File: src/core/scpse_pkg.sv
package scpse_pkg;

  // ------------------------------------------------------------------
  // register map (byte addresses, one aligned word each)
  // ------------------------------------------------------------------
  localparam logic [3:0] ADDR_DIV_CTRL = 4'h0;
  localparam logic [3:0] ADDR_PWR_CTRL = 4'h4;
  localparam logic [3:0] ADDR_STATUS   = 4'h8;

  localparam int UNLOCK_BIT  = 7;
  localparam int SLEEP_EN_BIT  = 5;
  localparam int MODE_HI_BIT   = 4;
  localparam int MODE_LO_BIT   = 3;
  localparam int BYTE_LANE0  = 0;

  localparam logic [7:0]  UNLOCK_CMD    = 8'h80;
  localparam logic [3:0]  DIV_RST_PLAIN = 4'h0;
  localparam logic [3:0]  DIV_RST_BY8   = 4'h3;
  localparam logic [3:0]  DIV_MAX       = 4'h8;
  localparam logic [31:0] RDATA_ZERO    = 32'h0000_0000;

  // ------------------------------------------------------------------
  // fuse codes
  // ------------------------------------------------------------------
  localparam logic [1:0] SRC_EXT   = 2'h0;
  localparam logic [1:0] SRC_RC_LO = 2'h1;
  localparam logic [1:0] SRC_RC_HI = 2'h2;
  localparam logic [1:0] SRC_LP    = 2'h3;
  localparam logic [1:0] STARTUP_CK    = 2'h0;
  localparam logic [1:0] STARTUP_4MS   = 2'h1;
  localparam logic [1:0] STARTUP_64MS  = 2'h2;

  typedef enum logic [1:0] {
    SLP_IDLE  = 2'h0,
    SLP_NOISE = 2'h1,
    SLP_PDOWN = 2'h2,
    SLP_RSVD  = 2'h3
  } scpse_sleep_t;

  typedef enum logic [2:0] {
    ST_RESET_DLY = 3'h0,
    ST_CK_DLY    = 3'h1,
    ST_RUN       = 3'h3,
    ST_SLEEP     = 3'h2,
    ST_WAKE_DLY  = 3'h6,
    ST_HALT      = 3'h7
  } scpse_state_t;

  typedef struct packed {
    logic       div8_prog;
    logic [1:0] startup;
    logic [1:0] src;
  } scpse_fuse_t;

  typedef struct packed {
    logic cpu;
    logic flash;
    logic io;
    logic adc;
  } scpse_clk_en_t;

  // ------------------------------------------------------------------
  // timing
  // ------------------------------------------------------------------
  localparam int CLK_PERIOD_NS = 4;
  localparam int T_4MS_NS      = 4_000_000;
  localparam int T_64MS_NS     = 64_000_000;
  localparam int CYC_4MS       = T_4MS_NS / CLK_PERIOD_NS;
  localparam int CYC_64MS      = T_64MS_NS / CLK_PERIOD_NS;
  localparam logic [2:0] UNLOCK_CYC  = 3'h4;
  localparam logic [2:0] HALT_TICKS  = 3'h4;
  localparam logic [4:0] PD_START_CK = 5'h06;
  localparam logic [4:0] RESET_CK    = 5'h0e;
  localparam logic [2:0] SETTLE_CYC  = 3'h4;
  localparam int SYNC_W = 8;

endpackage : scpse_pkg

File: src/core/scpse_top.sv
// Local design decisions: register access over Avalon-MM and the register addresses.
`timescale 1ns/100ps
module scpse_top
  import scpse_pkg::*;
#(
  parameter int RST_4MS_CYC  = scpse_pkg::CYC_4MS,
  parameter int RST_64MS_CYC = scpse_pkg::CYC_64MS
)(
  input  wire logic                    clock_in,
  input  wire logic                    sys_rst_in,
  input  wire logic                    clk_en_in,
  input  wire scpse_pkg::scpse_fuse_t  fuse_in,
  input  wire logic                    external_clock_input_in,
  input  wire logic                    rc_osc_in,
  input  wire logic                    lp_osc_in,
  input  wire logic                    sleep_instr_in,
  input  wire logic                    wake_irq_in,
  input  wire logic [3:0]              avs_address_in,
  input  wire logic                    avs_read_in,
  input  wire logic                    avs_write_in,
  input  wire logic [3:0]              avs_byteenable_in,
  input  wire logic [31:0]             avs_writedata_in,
  output logic [31:0]                  avs_readdata_out,
  output logic                         avs_waitrequest_out,
  output scpse_pkg::scpse_clk_en_t     clk_en_out,
  output logic                         osc_enable_out,
  output logic                         cpu_reset_out,
  output logic                         cpu_halt_out
);
  import scpse_pkg::*;

  // ------------------------------------------------------------------
  // pin synchronisers
  // ------------------------------------------------------------------
  logic [SYNC_W-1:0] pin_vec;
  logic [SYNC_W-1:0] sync1_reg;
  logic [SYNC_W-1:0] sync2_reg;
  logic [SYNC_W-1:0] sync3_reg;
  logic [SYNC_W-1:0] agree_reg;

  assign pin_vec = {fuse_in, lp_osc_in, rc_osc_in, external_clock_input_in};

  always_ff @(posedge clock_in or posedge sys_rst_in)
  begin
    if (sys_rst_in)
    begin
      sync1_reg <= '0;
      sync2_reg <= '0;
      sync3_reg <= '0;
      agree_reg <= '0;
    end
    else if (clk_en_in)
    begin
      sync1_reg <= pin_vec;
      sync2_reg <= sync1_reg;
      sync3_reg <= sync2_reg;
      // a change only counts once the second and third stages agree
      agree_reg <= (~(sync2_reg ^ sync3_reg) & sync2_reg)
                 | ((sync2_reg ^ sync3_reg) & agree_reg);
    end
  end

  scpse_fuse_t fuse_sync;
  assign fuse_sync = agree_reg[SYNC_W-1:3];

  // ------------------------------------------------------------------
  // state, fuses and master clock edge
  // ------------------------------------------------------------------
  scpse_state_t state_reg;
  scpse_sleep_t slp_mode_reg;
  scpse_fuse_t  fuse_reg;
  logic         fuse_loaded_reg;
  logic [2:0]   settle_reg;
  logic         src_lvl;
  logic         src_prev_reg;
  logic         osc_on;
  logic         master_tick;
  logic         fuse_load;

  // the agree stage only holds the fuse levels one edge after the third flop fills
  assign fuse_load = (state_reg == ST_RESET_DLY) && !fuse_loaded_reg
                     && (settle_reg == SETTLE_CYC);

  always_comb
  begin
    case (fuse_reg.src)
      SRC_EXT:   src_lvl = agree_reg[0];
      SRC_RC_LO: src_lvl = agree_reg[1];
      SRC_RC_HI: src_lvl = agree_reg[1];
      SRC_LP:    src_lvl = agree_reg[2];
      default:   src_lvl = agree_reg[0];
    endcase
  end

  // power-down stops the oscillator, so no master edges reach the divider
  assign osc_on      = !((state_reg == ST_SLEEP) && (slp_mode_reg == SLP_PDOWN));
  // the source is assumed to change rate slowly, so every edge is one CK
  assign master_tick = src_lvl && !src_prev_reg && osc_on;

  always_ff @(posedge clock_in or posedge sys_rst_in)
  begin
    if (sys_rst_in)
      src_prev_reg <= 1'b0;
    else if (clk_en_in)
      src_prev_reg <= src_lvl;
  end

  // ------------------------------------------------------------------
  // ripple divider
  // ------------------------------------------------------------------
  logic [7:0] ripple_reg;
  logic [7:0] carry;
  logic [3:0] div_sel_reg;
  logic [3:0] active_div_reg;
  logic [3:0] pend_div_reg;
  logic       pend_valid_reg;
  logic [7:0] div_mask;
  logic       div_tick;
  logic       div_switch;

  function automatic logic [7:0] mask_of(input logic [3:0] n);
    logic [8:0] m;
    m = (9'h001 << n) - 9'h001;
    return m[7:0];
  endfunction : mask_of

  assign div_mask   = mask_of(active_div_reg);
  assign div_tick   = master_tick && ((ripple_reg & div_mask) == div_mask);
  // a new ratio is taken only where the old period ends: no short pulse
  assign div_switch = div_tick && pend_valid_reg;
  assign carry[0]   = master_tick;

  genvar gi;
  generate
    for (gi = 0; gi < 8; gi++)
    begin : g_ripple
      if (gi > 0)
      begin : g_carry
        assign carry[gi] = carry[gi-1] && ripple_reg[gi-1];
      end
      always_ff @(posedge clock_in or posedge sys_rst_in)
      begin
        if (sys_rst_in)
          ripple_reg[gi] <= 1'b0;
        else if (clk_en_in)
        begin
          if (div_switch || fuse_load)
            ripple_reg[gi] <= 1'b0;
          else if (carry[gi])
            ripple_reg[gi] <= ~ripple_reg[gi];
        end
      end
    end
  endgenerate

  // ------------------------------------------------------------------
  // register bus
  // ------------------------------------------------------------------
  logic        waitrequest_reg;
  logic [31:0] readdata_reg;
  logic        wr_take;
  logic        wr_div;
  logic        wr_pwr;
  logic        unlock_reg;
  logic [2:0]  unlock_cnt_reg;
  logic        sleep_enable_reg;
  logic [1:0]  sleep_mode_reg;
  logic [7:0]  wbyte;

  assign wbyte   = avs_writedata_in[7:0];
  assign wr_take = avs_write_in && !waitrequest_reg && avs_byteenable_in[BYTE_LANE0];
  assign wr_div  = wr_take && (avs_address_in == ADDR_DIV_CTRL);
  assign wr_pwr  = wr_take && (avs_address_in == ADDR_PWR_CTRL);

  // one wait cycle for every request, answer on the second
  always_ff @(posedge clock_in or posedge sys_rst_in)
  begin
    if (sys_rst_in)
    begin
      waitrequest_reg <= 1'b1;
      readdata_reg    <= RDATA_ZERO;
    end
    else if (clk_en_in)
    begin
      waitrequest_reg <= !((avs_read_in || avs_write_in) && waitrequest_reg);
      if (avs_read_in && waitrequest_reg)
      begin
        case (avs_address_in)
          ADDR_DIV_CTRL: readdata_reg <= 32'({unlock_reg, 3'h0, div_sel_reg});
          ADDR_PWR_CTRL: readdata_reg <= 32'({sleep_enable_reg, sleep_mode_reg, 3'h0});
          ADDR_STATUS:   readdata_reg <= 32'({cpu_halt_out, active_div_reg,
                                              cpu_reset_out, slp_mode_reg,
                                              state_reg == ST_SLEEP});
          default:       readdata_reg <= RDATA_ZERO;
        endcase
      end
    end
  end

  // protected change window
  always_ff @(posedge clock_in or posedge sys_rst_in)
  begin
    if (sys_rst_in)
    begin
      unlock_reg     <= 1'b0;
      unlock_cnt_reg <= 3'h0;
    end
    else if (clk_en_in)
    begin
      if (wr_div && !unlock_reg && (wbyte == UNLOCK_CMD))
      begin
        unlock_reg     <= 1'b1;
        unlock_cnt_reg <= UNLOCK_CYC;
      end
      else if (unlock_reg)
      begin
        if ((wr_div && !wbyte[UNLOCK_BIT]) || (unlock_cnt_reg == 3'h1))
        begin
          unlock_reg     <= 1'b0;
          unlock_cnt_reg <= 3'h0;
        end
        else
          unlock_cnt_reg <= unlock_cnt_reg - 3'h1;
      end
    end
  end

  // select value and the ratio in use
  always_ff @(posedge clock_in or posedge sys_rst_in)
  begin
    if (sys_rst_in)
    begin
      div_sel_reg    <= DIV_RST_PLAIN;
      active_div_reg <= DIV_RST_PLAIN;
      pend_div_reg   <= DIV_RST_PLAIN;
      pend_valid_reg <= 1'b0;
    end
    else if (clk_en_in)
    begin
      if (fuse_load)
      begin
        div_sel_reg    <= fuse_sync.div8_prog ? DIV_RST_BY8 : DIV_RST_PLAIN;
        active_div_reg <= fuse_sync.div8_prog ? DIV_RST_BY8 : DIV_RST_PLAIN;
      end
      else if (wr_div && unlock_reg && !wbyte[UNLOCK_BIT])
      begin
        div_sel_reg <= wbyte[3:0];
        if (wbyte[3:0] <= DIV_MAX)
        begin
          pend_div_reg   <= wbyte[3:0];
          pend_valid_reg <= 1'b1;
        end
      end
      else if (div_switch)
      begin
        active_div_reg <= pend_div_reg;
        pend_valid_reg <= 1'b0;
      end
    end
  end

  always_ff @(posedge clock_in or posedge sys_rst_in)
  begin
    if (sys_rst_in)
    begin
      sleep_enable_reg <= 1'b0;
      sleep_mode_reg   <= 2'h0;
    end
    else if (clk_en_in && wr_pwr)
    begin
      sleep_enable_reg <= wbyte[SLEEP_EN_BIT];
      sleep_mode_reg   <= wbyte[MODE_HI_BIT:MODE_LO_BIT];
    end
  end

  // ------------------------------------------------------------------
  // start-up and sleep sequencer
  // ------------------------------------------------------------------
  logic [23:0] rt_cnt_reg;
  logic [4:0]  ck_cnt_reg;
  logic [2:0]  halt_cnt_reg;
  logic [23:0] rt_load;

  always_comb
  begin
    case (fuse_sync.startup)
      STARTUP_CK:   rt_load = 24'h0;
      STARTUP_4MS:  rt_load = 24'(RST_4MS_CYC);
      STARTUP_64MS: rt_load = 24'(RST_64MS_CYC);
      // reserved code gets the longest, safest delay
      default:  rt_load = 24'(RST_64MS_CYC);
    endcase
  end

  always_ff @(posedge clock_in or posedge sys_rst_in)
  begin
    if (sys_rst_in)
    begin
      state_reg       <= ST_RESET_DLY;
      slp_mode_reg    <= SLP_IDLE;
      fuse_reg        <= '0;
      fuse_loaded_reg <= 1'b0;
      settle_reg      <= 3'h0;
      rt_cnt_reg      <= 24'h0;
      ck_cnt_reg      <= 5'h0;
      halt_cnt_reg    <= 3'h0;
    end
    else if (clk_en_in)
    begin
      case (state_reg)
        ST_RESET_DLY:
        begin
          if (!fuse_loaded_reg)
          begin
            settle_reg <= settle_reg + 3'h1;
            if (fuse_load)
            begin
              fuse_reg        <= fuse_sync;
              fuse_loaded_reg <= 1'b1;
              rt_cnt_reg      <= rt_load;
            end
          end
          else if (rt_cnt_reg != 24'h0)
            rt_cnt_reg <= rt_cnt_reg - 24'h1;
          else
          begin
            ck_cnt_reg <= RESET_CK;
            state_reg  <= ST_CK_DLY;
          end
        end
        ST_CK_DLY, ST_WAKE_DLY:
        begin
          if (master_tick)
          begin
            if (ck_cnt_reg == 5'h01)
            begin
              state_reg    <= (state_reg == ST_CK_DLY) ? ST_RUN : ST_HALT;
              halt_cnt_reg <= HALT_TICKS;
            end
            else
              ck_cnt_reg <= ck_cnt_reg - 5'h01;
          end
        end
        ST_RUN:
        begin
          if (sleep_instr_in && sleep_enable_reg
              && (scpse_sleep_t'(sleep_mode_reg) != SLP_RSVD))
          begin
            slp_mode_reg <= scpse_sleep_t'(sleep_mode_reg);
            state_reg    <= ST_SLEEP;
          end
        end
        ST_SLEEP:
        begin
          if (wake_irq_in)
          begin
            // only power-down restarts the oscillator and needs start-up
            if (slp_mode_reg == SLP_PDOWN)
            begin
              ck_cnt_reg <= PD_START_CK;
              state_reg  <= ST_WAKE_DLY;
            end
            else
            begin
              halt_cnt_reg <= HALT_TICKS;
              state_reg    <= ST_HALT;
            end
          end
        end
        ST_HALT:
        begin
          if (div_tick)
          begin
            if (halt_cnt_reg == 3'h1)
              state_reg <= ST_RUN;
            else
              halt_cnt_reg <= halt_cnt_reg - 3'h1;
          end
        end
        default: state_reg <= ST_RESET_DLY;
      endcase
    end
  end

  // ------------------------------------------------------------------
  // clock domain enables
  // ------------------------------------------------------------------
  scpse_clk_en_t clk_en_next;
  logic          run_io;

  // sleep only gates clock enables and, in power-down, the oscillator; core and memory state simply freeze
  assign run_io = (state_reg == ST_RUN) || (state_reg == ST_HALT)
                  || ((state_reg == ST_SLEEP) && (slp_mode_reg == SLP_IDLE));

  always_comb
  begin
    clk_en_next.cpu   = div_tick && (state_reg == ST_RUN);
    clk_en_next.flash = div_tick && (state_reg == ST_RUN);
    clk_en_next.io    = div_tick && run_io;
    clk_en_next.adc   = div_tick && (run_io || ((state_reg == ST_SLEEP)
                        && (slp_mode_reg == SLP_NOISE)));
  end

  always_ff @(posedge clock_in or posedge sys_rst_in)
  begin
    if (sys_rst_in)
    begin
      clk_en_out     <= '0;
      osc_enable_out <= 1'b1;
      cpu_reset_out  <= 1'b1;
      cpu_halt_out   <= 1'b0;
    end
    else if (clk_en_in)
    begin
      clk_en_out     <= clk_en_next;
      osc_enable_out <= osc_on;
      cpu_reset_out  <= (state_reg == ST_RESET_DLY) || (state_reg == ST_CK_DLY);
      cpu_halt_out   <= (state_reg == ST_SLEEP) || (state_reg == ST_WAKE_DLY)
                        || (state_reg == ST_HALT);
    end
  end

  assign avs_readdata_out    = readdata_reg;
  assign avs_waitrequest_out = waitrequest_reg;
endmodule : scpse_top

File: config.mk
export PLATFORM = sky130hd
export DESIGN_NAME = scpse_top
export DESIGN_NICKNAME = d
export VERILOG_FILES = /design/src/core/scpse_pkg.sv /design/src/core/scpse_top.sv
export SDC_FILE = /design/constraint.sdc
export NUM_CORES = 1
export LEC_CHECK = 0
export ABC_AREA = 1
export BUFFER_PORTS_ARGS = -buffer_cell sky130_fd_sc_hd__buf_4
export CAP_MARGIN = 20
export CORE_ASPECT_RATIO = 1.4
export CORE_UTILIZATION = 52
export DETAILED_ROUTE_END_ITERATION = 7
export PLACE_DENSITY = 0.86
export SLEW_MARGIN = 10
export SYNTH_ARGS = -nofsm -noshare
export SYNTH_HDL_FRONTEND = slang
export SYNTH_SLANG_ARGS = --single-unit
File: constraint.sdc
create_clock -name clock_in -period 3.5 [get_ports clock_in]
set_clock_uncertainty 0.05 [all_clocks]
set_input_delay 0.35 -clock clock_in [delete_from_list [all_inputs] [get_ports clock_in]]
set_output_delay 0.35 -clock clock_in [all_outputs]
set_load 0.02 [all_outputs]
==> run_results.csv, run 1 <==
group,metric,value,unit
global_routing,track_usage,0.245,
worst_setup_path,cpMaxStageDelayCell,"dfrtp_1",
cts,cts_made_buffers,17,
route,via_per_inst,5.36,
worst_setup_path,reg2reg_depth,6,
worst_setup_path,cp_top_family,"simple AND/OR/NAND/NOR gates",
worst_setup_path,cp.arrival,2.91,ns
floorplan,rows,47,
route,routedWlPerCell,14.0,um
sta,drv_slew,0,
route,via_count,5506,
cts,clockBufferDepth,2,
sta,hold_viol_final,0,
worst_setup_path,timing.rr.end,"rt_cnt_reg[16]",
cts,hold_buffers,0,
min_path,hp-class,"primary input to async pin",
job,maxCapViolations,0,
sta,worst_pin_slew,0.927,ns
cts,cts_num_sinks,120,
cts,htreeDepth,4,
place,io_buffers,44,
sta,fmax,372,MHz
route,drcViolationCount,0,
worst_setup_path,max_stage_delay,0.62,ns
global_routing,grt_overflow,0,
cts,clkSlewWorstSetupHoldPaths,0.06,ns
cells_and_area,drive_gt1_frac,0.137,
sta,max-slew-margin-rel,0.381,
power,ir_drop,0.342,mV
sta,fin_crit,2.69,ns
cts,cts-resized-gates,0,
global_routing,grt_max_degree,59,
route,wl,14.4,mm
cells_and_area,fin_util,0.617,
sta,finalCritPeriodShare,0.767,
route,dr.pass1.iters,6,
global_routing,antenna_found_initial,0,
global_routing,grt_pass1_wl,24.4,mm
cells_and_area,syn2layout_area_growth,14.3,%
sta,setup_violations,0,
sta,fin_tns_setup,0,ns
yosys,syn_inst,821,
cts,clk_root_buffer_cell,"clkbuf_16",
yosys,synth-edff-count,0,
cts,insertion_delay,0.42,ns
yosys,avgSynthCellArea,7.89,um^2
floorplan,core_region_area,0.0120,mm^2
yosys,ys_seq_elements,120,
cells_and_area,num_antenna_cells,0,
cts,post_cts_buffers,0,
yosys,yosys_warnings,0,
cells_and_area,largest_reg_flops,24,
cts,cts_tree,"done",
power,finalPower,4.08,mW
floorplan,start_util,0.540,
worst_setup_path,worstPathBufferInverterCount,0,
place,gp_congestion,0.908,
cells_and_area,finalNetCount,935,
route,ant_nets,0,
power,p_leak,3.64,nW
floorplan,pin_count,95,
floorplan,die_h,134,um
status,status,"completed",
yosys,synth_cell_types,49,
worst_setup_path,r2r_slack,0.81,ns
sta,rsz0062_at_grt,"false",
worst_setup_path,path_cells,"nor3_4, nand3_2, a21oi_2, nand2_2, nor2_1, a22oi_1",
floorplan,die_area,0.0129,mm^2
yosys,syn_area,0.00647,mm^2
worst_setup_path,path_class,"register to register",
yosys,synthArstFlopShare,1.00,
worst_setup_path,reg2reg_from,"fuse_loaded_reg",
worst_setup_path,worstSetupStartpointType,"register",
place,dp.final_hpwl,9.75,mm
route,drt_iter0_drc,310,
worst_setup_path,end_kind,"register",
global_routing,first_global_vias,5427,
yosys,synth_ff_type,"dfrtp_1",
yosys,synth-seq-area-share,0.464,
power,p_per_area,552,mW/mm^2
worst_setup_path,required,3.73,ns
worst_setup_path,critPathMaxFanout,24,
floorplan,die_w,96.3,um
report_power, final:
| group | leakage (nW) | total, mW | internal [mW] | switching [mW] |
|---|---|---|---|---|
| registers | 1.45 | 1.71 | 1.56 | 0.156 |
| logic | 1.93 | 0.737 | 0.263 | 0.473 |
| clock network | 0.258 | 1.63 | 0.937 | 0.695 |
stage by stage:
| stage | instance area [um^2] | hold WS [ns] | setup WS (ns) | instances |
|---|---|---|---|---|
| floorplan | 6560 | 0.392 | 1.51 | 843 |
| global placement | 6850 | 0.408 | 0.855 | 996 |
| detailed placement | 6850 | 0.414 | 0.804 | 996 |
| CTS | 7400 | 0.0795 | 0.804 | 1028 |
| global route | 7400 | 0.0805 | 0.554 | 1028 |
| finish | 7400 | 0.0568 | 0.814 | 1028 |
worst max path at each step:
stage               cells past startpoint              start  slack (ns)               to
floorplan                              14  active_div_reg[1]        1.51  halt_cnt_reg[2]
global placement                        6    fuse_loaded_reg        0.85   rt_cnt_reg[10]
detailed placement                      6    fuse_loaded_reg        0.80   rt_cnt_reg[16]
CTS                                     6    fuse_loaded_reg        0.80   rt_cnt_reg[16]
global route                            6    fuse_loaded_reg        0.55   rt_cnt_reg[14]
finish                                  6    fuse_loaded_reg        0.81   rt_cnt_reg[16]
area by class of cell:
type / count / area [um^2]
clock buffers: 18 / 439
repair buffers: 48 / 373
multi-input cells: 573 / 2870
clock inverters: 14 / 115
well taps: 147 / 184
fillers: 1024 / 4600
inverters: 108 / 409
flip-flops and latches: 120 / 3010
per-layer routing:
layer / track usage / up-vias / part of all wire
met2: 0.422 / 130 / 0.53
met4: 0.123 / 0 / 0.031
met3: 0.0465 / 41 / 0.035
met1: 0.287 / 2624 / 0.41
met5: 0 / - / 0
li1: - / 2711 / -
cell usage in the layout, fill, tap and decap left out, drive strengths merged, types with 2 or more instances in the layout:
master / count
nor2: 89
a21boi: 3
xnor2: 2
xor2: 12
nor3b: 2
dfstp: 3
nand2: 201
o22ai: 2
nand4: 8
dfrtp: 117
clkbuf: 18
o211ai: 6
a22oi: 11
clkinv: 5
ha: 12
buf: 48
conb: 23
a21oi: 23
nor3: 16
inv: 111
nand3: 45
nor4: 6
o31ai: 5
o21ai: 96
or2: 2
mux2: 2
clkinvlp: 6
nand3b: 2
Yosys cell counts (2+ instances only):
library cell,n,area share
buf_6,3,0.0052
dfrtp_1,117,0.45
or2_2,2,0.0019
buf_4,24,0.028
clkinv_1,2,0.0012
buf_1,2,0.0012
nand2_2,5,0.0048
nand4_1,8,0.0077
dfstp_2,3,0.012
o211ai_1,6,0.0070
o21ai_0,79,0.061
nor2_1,77,0.045
a22oi_1,11,0.013
xor2_1,12,0.016
inv_2,5,0.0029
o31ai_1,5,0.0058
a21oi_2,2,0.0027
buf_2,2,0.0015
nor4_1,5,0.0048
inv_1,101,0.059
nand2_1,195,0.11
a21oi_1,21,0.016
ha_1,12,0.023
nor2_2,10,0.0097
mux2_2,2,0.0035
o22ai_1,2,0.0019
xnor2_1,2,0.0027
clkbuf_1,11,0.0064
nand3b_1,2,0.0023
nand3_1,41,0.032
a21boi_0,3,0.0035
nand3_2,3,0.0046
nor3_1,15,0.012
o21ai_1,16,0.012
kinds of logic after synthesis:
group	share of synthesized area
AOI/OAI and AO/OA	0.130
xor gates and xnor gates	0.0189
adders and majority gates	0.0232
buffers and inverters	0.105
DFF	0.464
muxes	0.00348
other	0.000579
and+or+nand+nor	0.255
(Power assumes the default switching activity.)
==> run 2: changes to the inputs <==
Settings changed: ABC_AREA 1 to 0.
Clock period 3.5 ns to 2.47 ns, I/O delays scaled along.
==> run_results.csv, run 2 <==
group,metric,value,unit
floorplan,start_util,0.540,
route,via_count,5493,
route,wl,16.0,mm
sta,max-slew-margin-rel,0.581,
worst_setup_path,reg2reg_depth,11,
power,power.share.switching,0.377,
global_routing,grt_overflow,0,
sta,setup_violations,8,
floorplan,die_area,0.0128,mm^2
sta,fin_crit,2.54,ns
cells_and_area,largest_reg_flops,24,
yosys,syn_inst,665,
route,dr.pass1.iters,5,
floorplan,rows,47,
cells_and_area,num_antenna_cells,0,
route,drcViolationCount,0,
route,via_per_inst,6.10,
worst_setup_path,end_kind,"register",
worst_setup_path,required,2.72,ns
power,finalPower,8.30,mW
cts,clkSlewWorstSetupHoldPaths,0.06,ns
cts,insertion_delay,0.42,ns
global_routing,antenna_found_initial,0,
floorplan,pin_count,95,
sta,drv_slew,0,
sta,rsz0062_at_grt,"true",
global_routing,grt_pass1_wl,25.7,mm
yosys,synth-edff-count,0,
cts,cts_tree,"done",
cts,clk_root_buffer_cell,"clkbuf_16",
yosys,synth_top_family_by_area,"simple AND/OR/NAND/NOR gates",
sta,worst_pin_slew,0.628,ns
status,status,"complete, but fails checks",
yosys,synth_xor_area_frac,0.0150,
worst_setup_path,path_class,"register to register",
global_routing,track_usage,0.260,
cells_and_area,drive_gt1_frac,0.245,
route,routedWlPerCell,17.7,um
cts,cts_num_sinks,120,
cells_and_area,fill_cells,849,
sta,fin_tns_setup,-0.373,ns
place,io_buffers,44,
worst_setup_path,worstSetupStartpointType,"register",
place,gp_congestion,0.862,
power,p_seq_frac,0.374,
global_routing,grt_max_degree,121,
floorplan,die_h,134,um
power,power_frac_comb,0.343,
place,dp.final_hpwl,10.8,mm
yosys,synthTopCellsByArea,"dfrtp_1 45%, o21ai_0 4.9%, mux2_2 4.4%",
job,maxCapViolations,0,
min_path,hold_depth,2,
yosys,syn_area,0.00644,mm^2
floorplan,die_w,96.1,um
yosys,synth.most_common_cell,"dfrtp_1",
yosys,yosys.area.top_type,"dfrtp_1",
yosys,synth_cell_types,78,
power,clkPwrFrac,0.283,
cells_and_area,finalNetCount,808,
yosys,synth_compound_area_frac,0.183,
yosys,synthTopCellsByCount,"117 x dfrtp_1, 73 x nand2_1, 63 x o21ai_0, 34 x inv_1, 34 x nor2_1",
cells_and_area,syn2layout_area_growth,22.0,%
yosys,muxShareOfSynthArea,0.0561,
yosys,synth_top_area_share,0.454,
sta,hold_viol_final,0,
route,ant_nets,0,
floorplan,core_region_area,0.0119,mm^2
global_routing,first_global_vias,5413,
cts,clockBufferDepth,2,
min_path,hp-class,"primary input to register",
cells_and_area,mostFrequentLayoutCell,"dfrtp_1",
sta,fmax,394,MHz
worst_setup_path,cp.arrival,2.79,ns
power,p_int,5.18,mW
cts,htreeDepth,4,
sta,setup_slack,-0.0711,ns
sta,finalCritPeriodShare,1.03,
yosys,synth-seq-area-share,0.467,
yosys,synthAdderAreaFrac,0.0233,
status,violations,"negative setup slack",
worst_setup_path,critPathMaxFanout,6,
yosys,yosys.area_share.simple,0.189,
power,p_per_area,1060,mW/mm^2
yosys,avgSynthCellArea,9.69,um^2
yosys,synthArstFlopShare,1.00,
yosys,ys_seq_elements,120,
route,drt_iter0_drc,424,
power,power.switching,3.13,mW
cells_and_area,final_cell_mix,"117 x dfrtp_1, 80 x buf_4, 71 x nand2_1",
power,p_leak,3.40,nW
yosys,yosys_warnings,0,
cts,cts_made_buffers,17,
yosys,synth_ff_type,"dfrtp_1",
power,ir_drop,0.854,mV
==> run 2: cell families (layout without fill, tap and decap cells) <==
kind of cell               count (synthesis)  count (layout)
AOI/OAI and AO/OA                        177             177
xor gates and xnor gates                  11              11
adders and majority gates                 12              12
buffers and inverters                     87             154
DFF                                      120             120
muxes                                     33              33
other                                      1              23
and+or+nand+nor                          224             224
==> run 2: area by class of cell <==
class	count	area, um^2	area share
timing repair buffer	87	683	0.0869
multi-input combinational	480	3280	0.418
clock inverter	15	141	0.0180
sequential	120	3010	0.383
tap	147	184	0.0234
clock buffer	17	425	0.0541
inverter	35	135	0.0172
==> run 2: timing repair <==
| action | in CTS | in global routing |
|---|---|---|
| buffers inserted | 0 | 2 |
| endpoints found under the setup margin | 15 | 24 |
| pin swaps | 2 | 16 |
| gates cloned | 0 | 0 |
| hold buffers | 4 | 0 |
| gates resized for setup | 7 | 31 |
| hold endpoints to repair | 20 | 0 |
==> run 2: power groups by stage <==
stage	sequential [mW]	clock, mW	combinational, mW
2_1_floorplan	2.91	0	1.80
3_3_place_gp	3.02	0	2.32
3_5_place_dp	3.08	0	2.46
4_1_cts	3.06	2.38	2.51
5_1_grt	3.17	2.47	3.12
6_report	3.10	2.35	2.85
==> run 2: path summary, 6_finish.rpt <==
path	start	end	slack, ns
max in group asynchronous	sys_rst_in	ck_cnt_reg[3]	1.38
setup reg to reg	active_div_reg[3]	ripple_reg[1]	-0.07
setup / recovery	active_div_reg[3]	ripple_reg[1]	-0.07
min in group asynchronous	sys_rst_in	sync1_reg[3]	0.51
hold / removal	fuse_in[2]	sync1_reg[5]	0.02
hold reg to reg	sync1_reg[0]	sync2_reg[0]	0.44
==> run 2: stage by stage <==
stage | instances | hold slack (ns) | instance area, um^2 | setup WS [ns] | util
floorplan | 687 | 0.330 | 6540 | -0.0203 | -
global placement | 863 | 0.411 | 7040 | -0.00874 | 0.590
detailed placement | 863 | 0.423 | 7040 | -0.0703 | 0.590
CTS | 899 | 0.00317 | 7660 | 0.000876 | 0.642
global route | 901 | 0.000466 | 7860 | -0.192 | 0.658
finish | 901 | 0.0167 | 7860 | -0.0711 | 0.658
==> run 2: critical path, cell delays in order, from the launching register on <==
cell and delay (ns):
dfrtp_1 0.38, nor2_2 0.18, nand3b_1 0.16, ha_4 0.21, buf_4 0.14, nand2_1 0.08, a211oi_2 0.09, nor4b_4 0.36
nand4_1 0.29, buf_6 0.23, a31oi_4 0.16, o22ai_2 0.09
==> run 2: metal layers <==
layer  wire [um]  track usage
met5           0            0
met4         473       0.0995
met3         794       0.0611
met2        8610        0.448
met1        6080        0.308
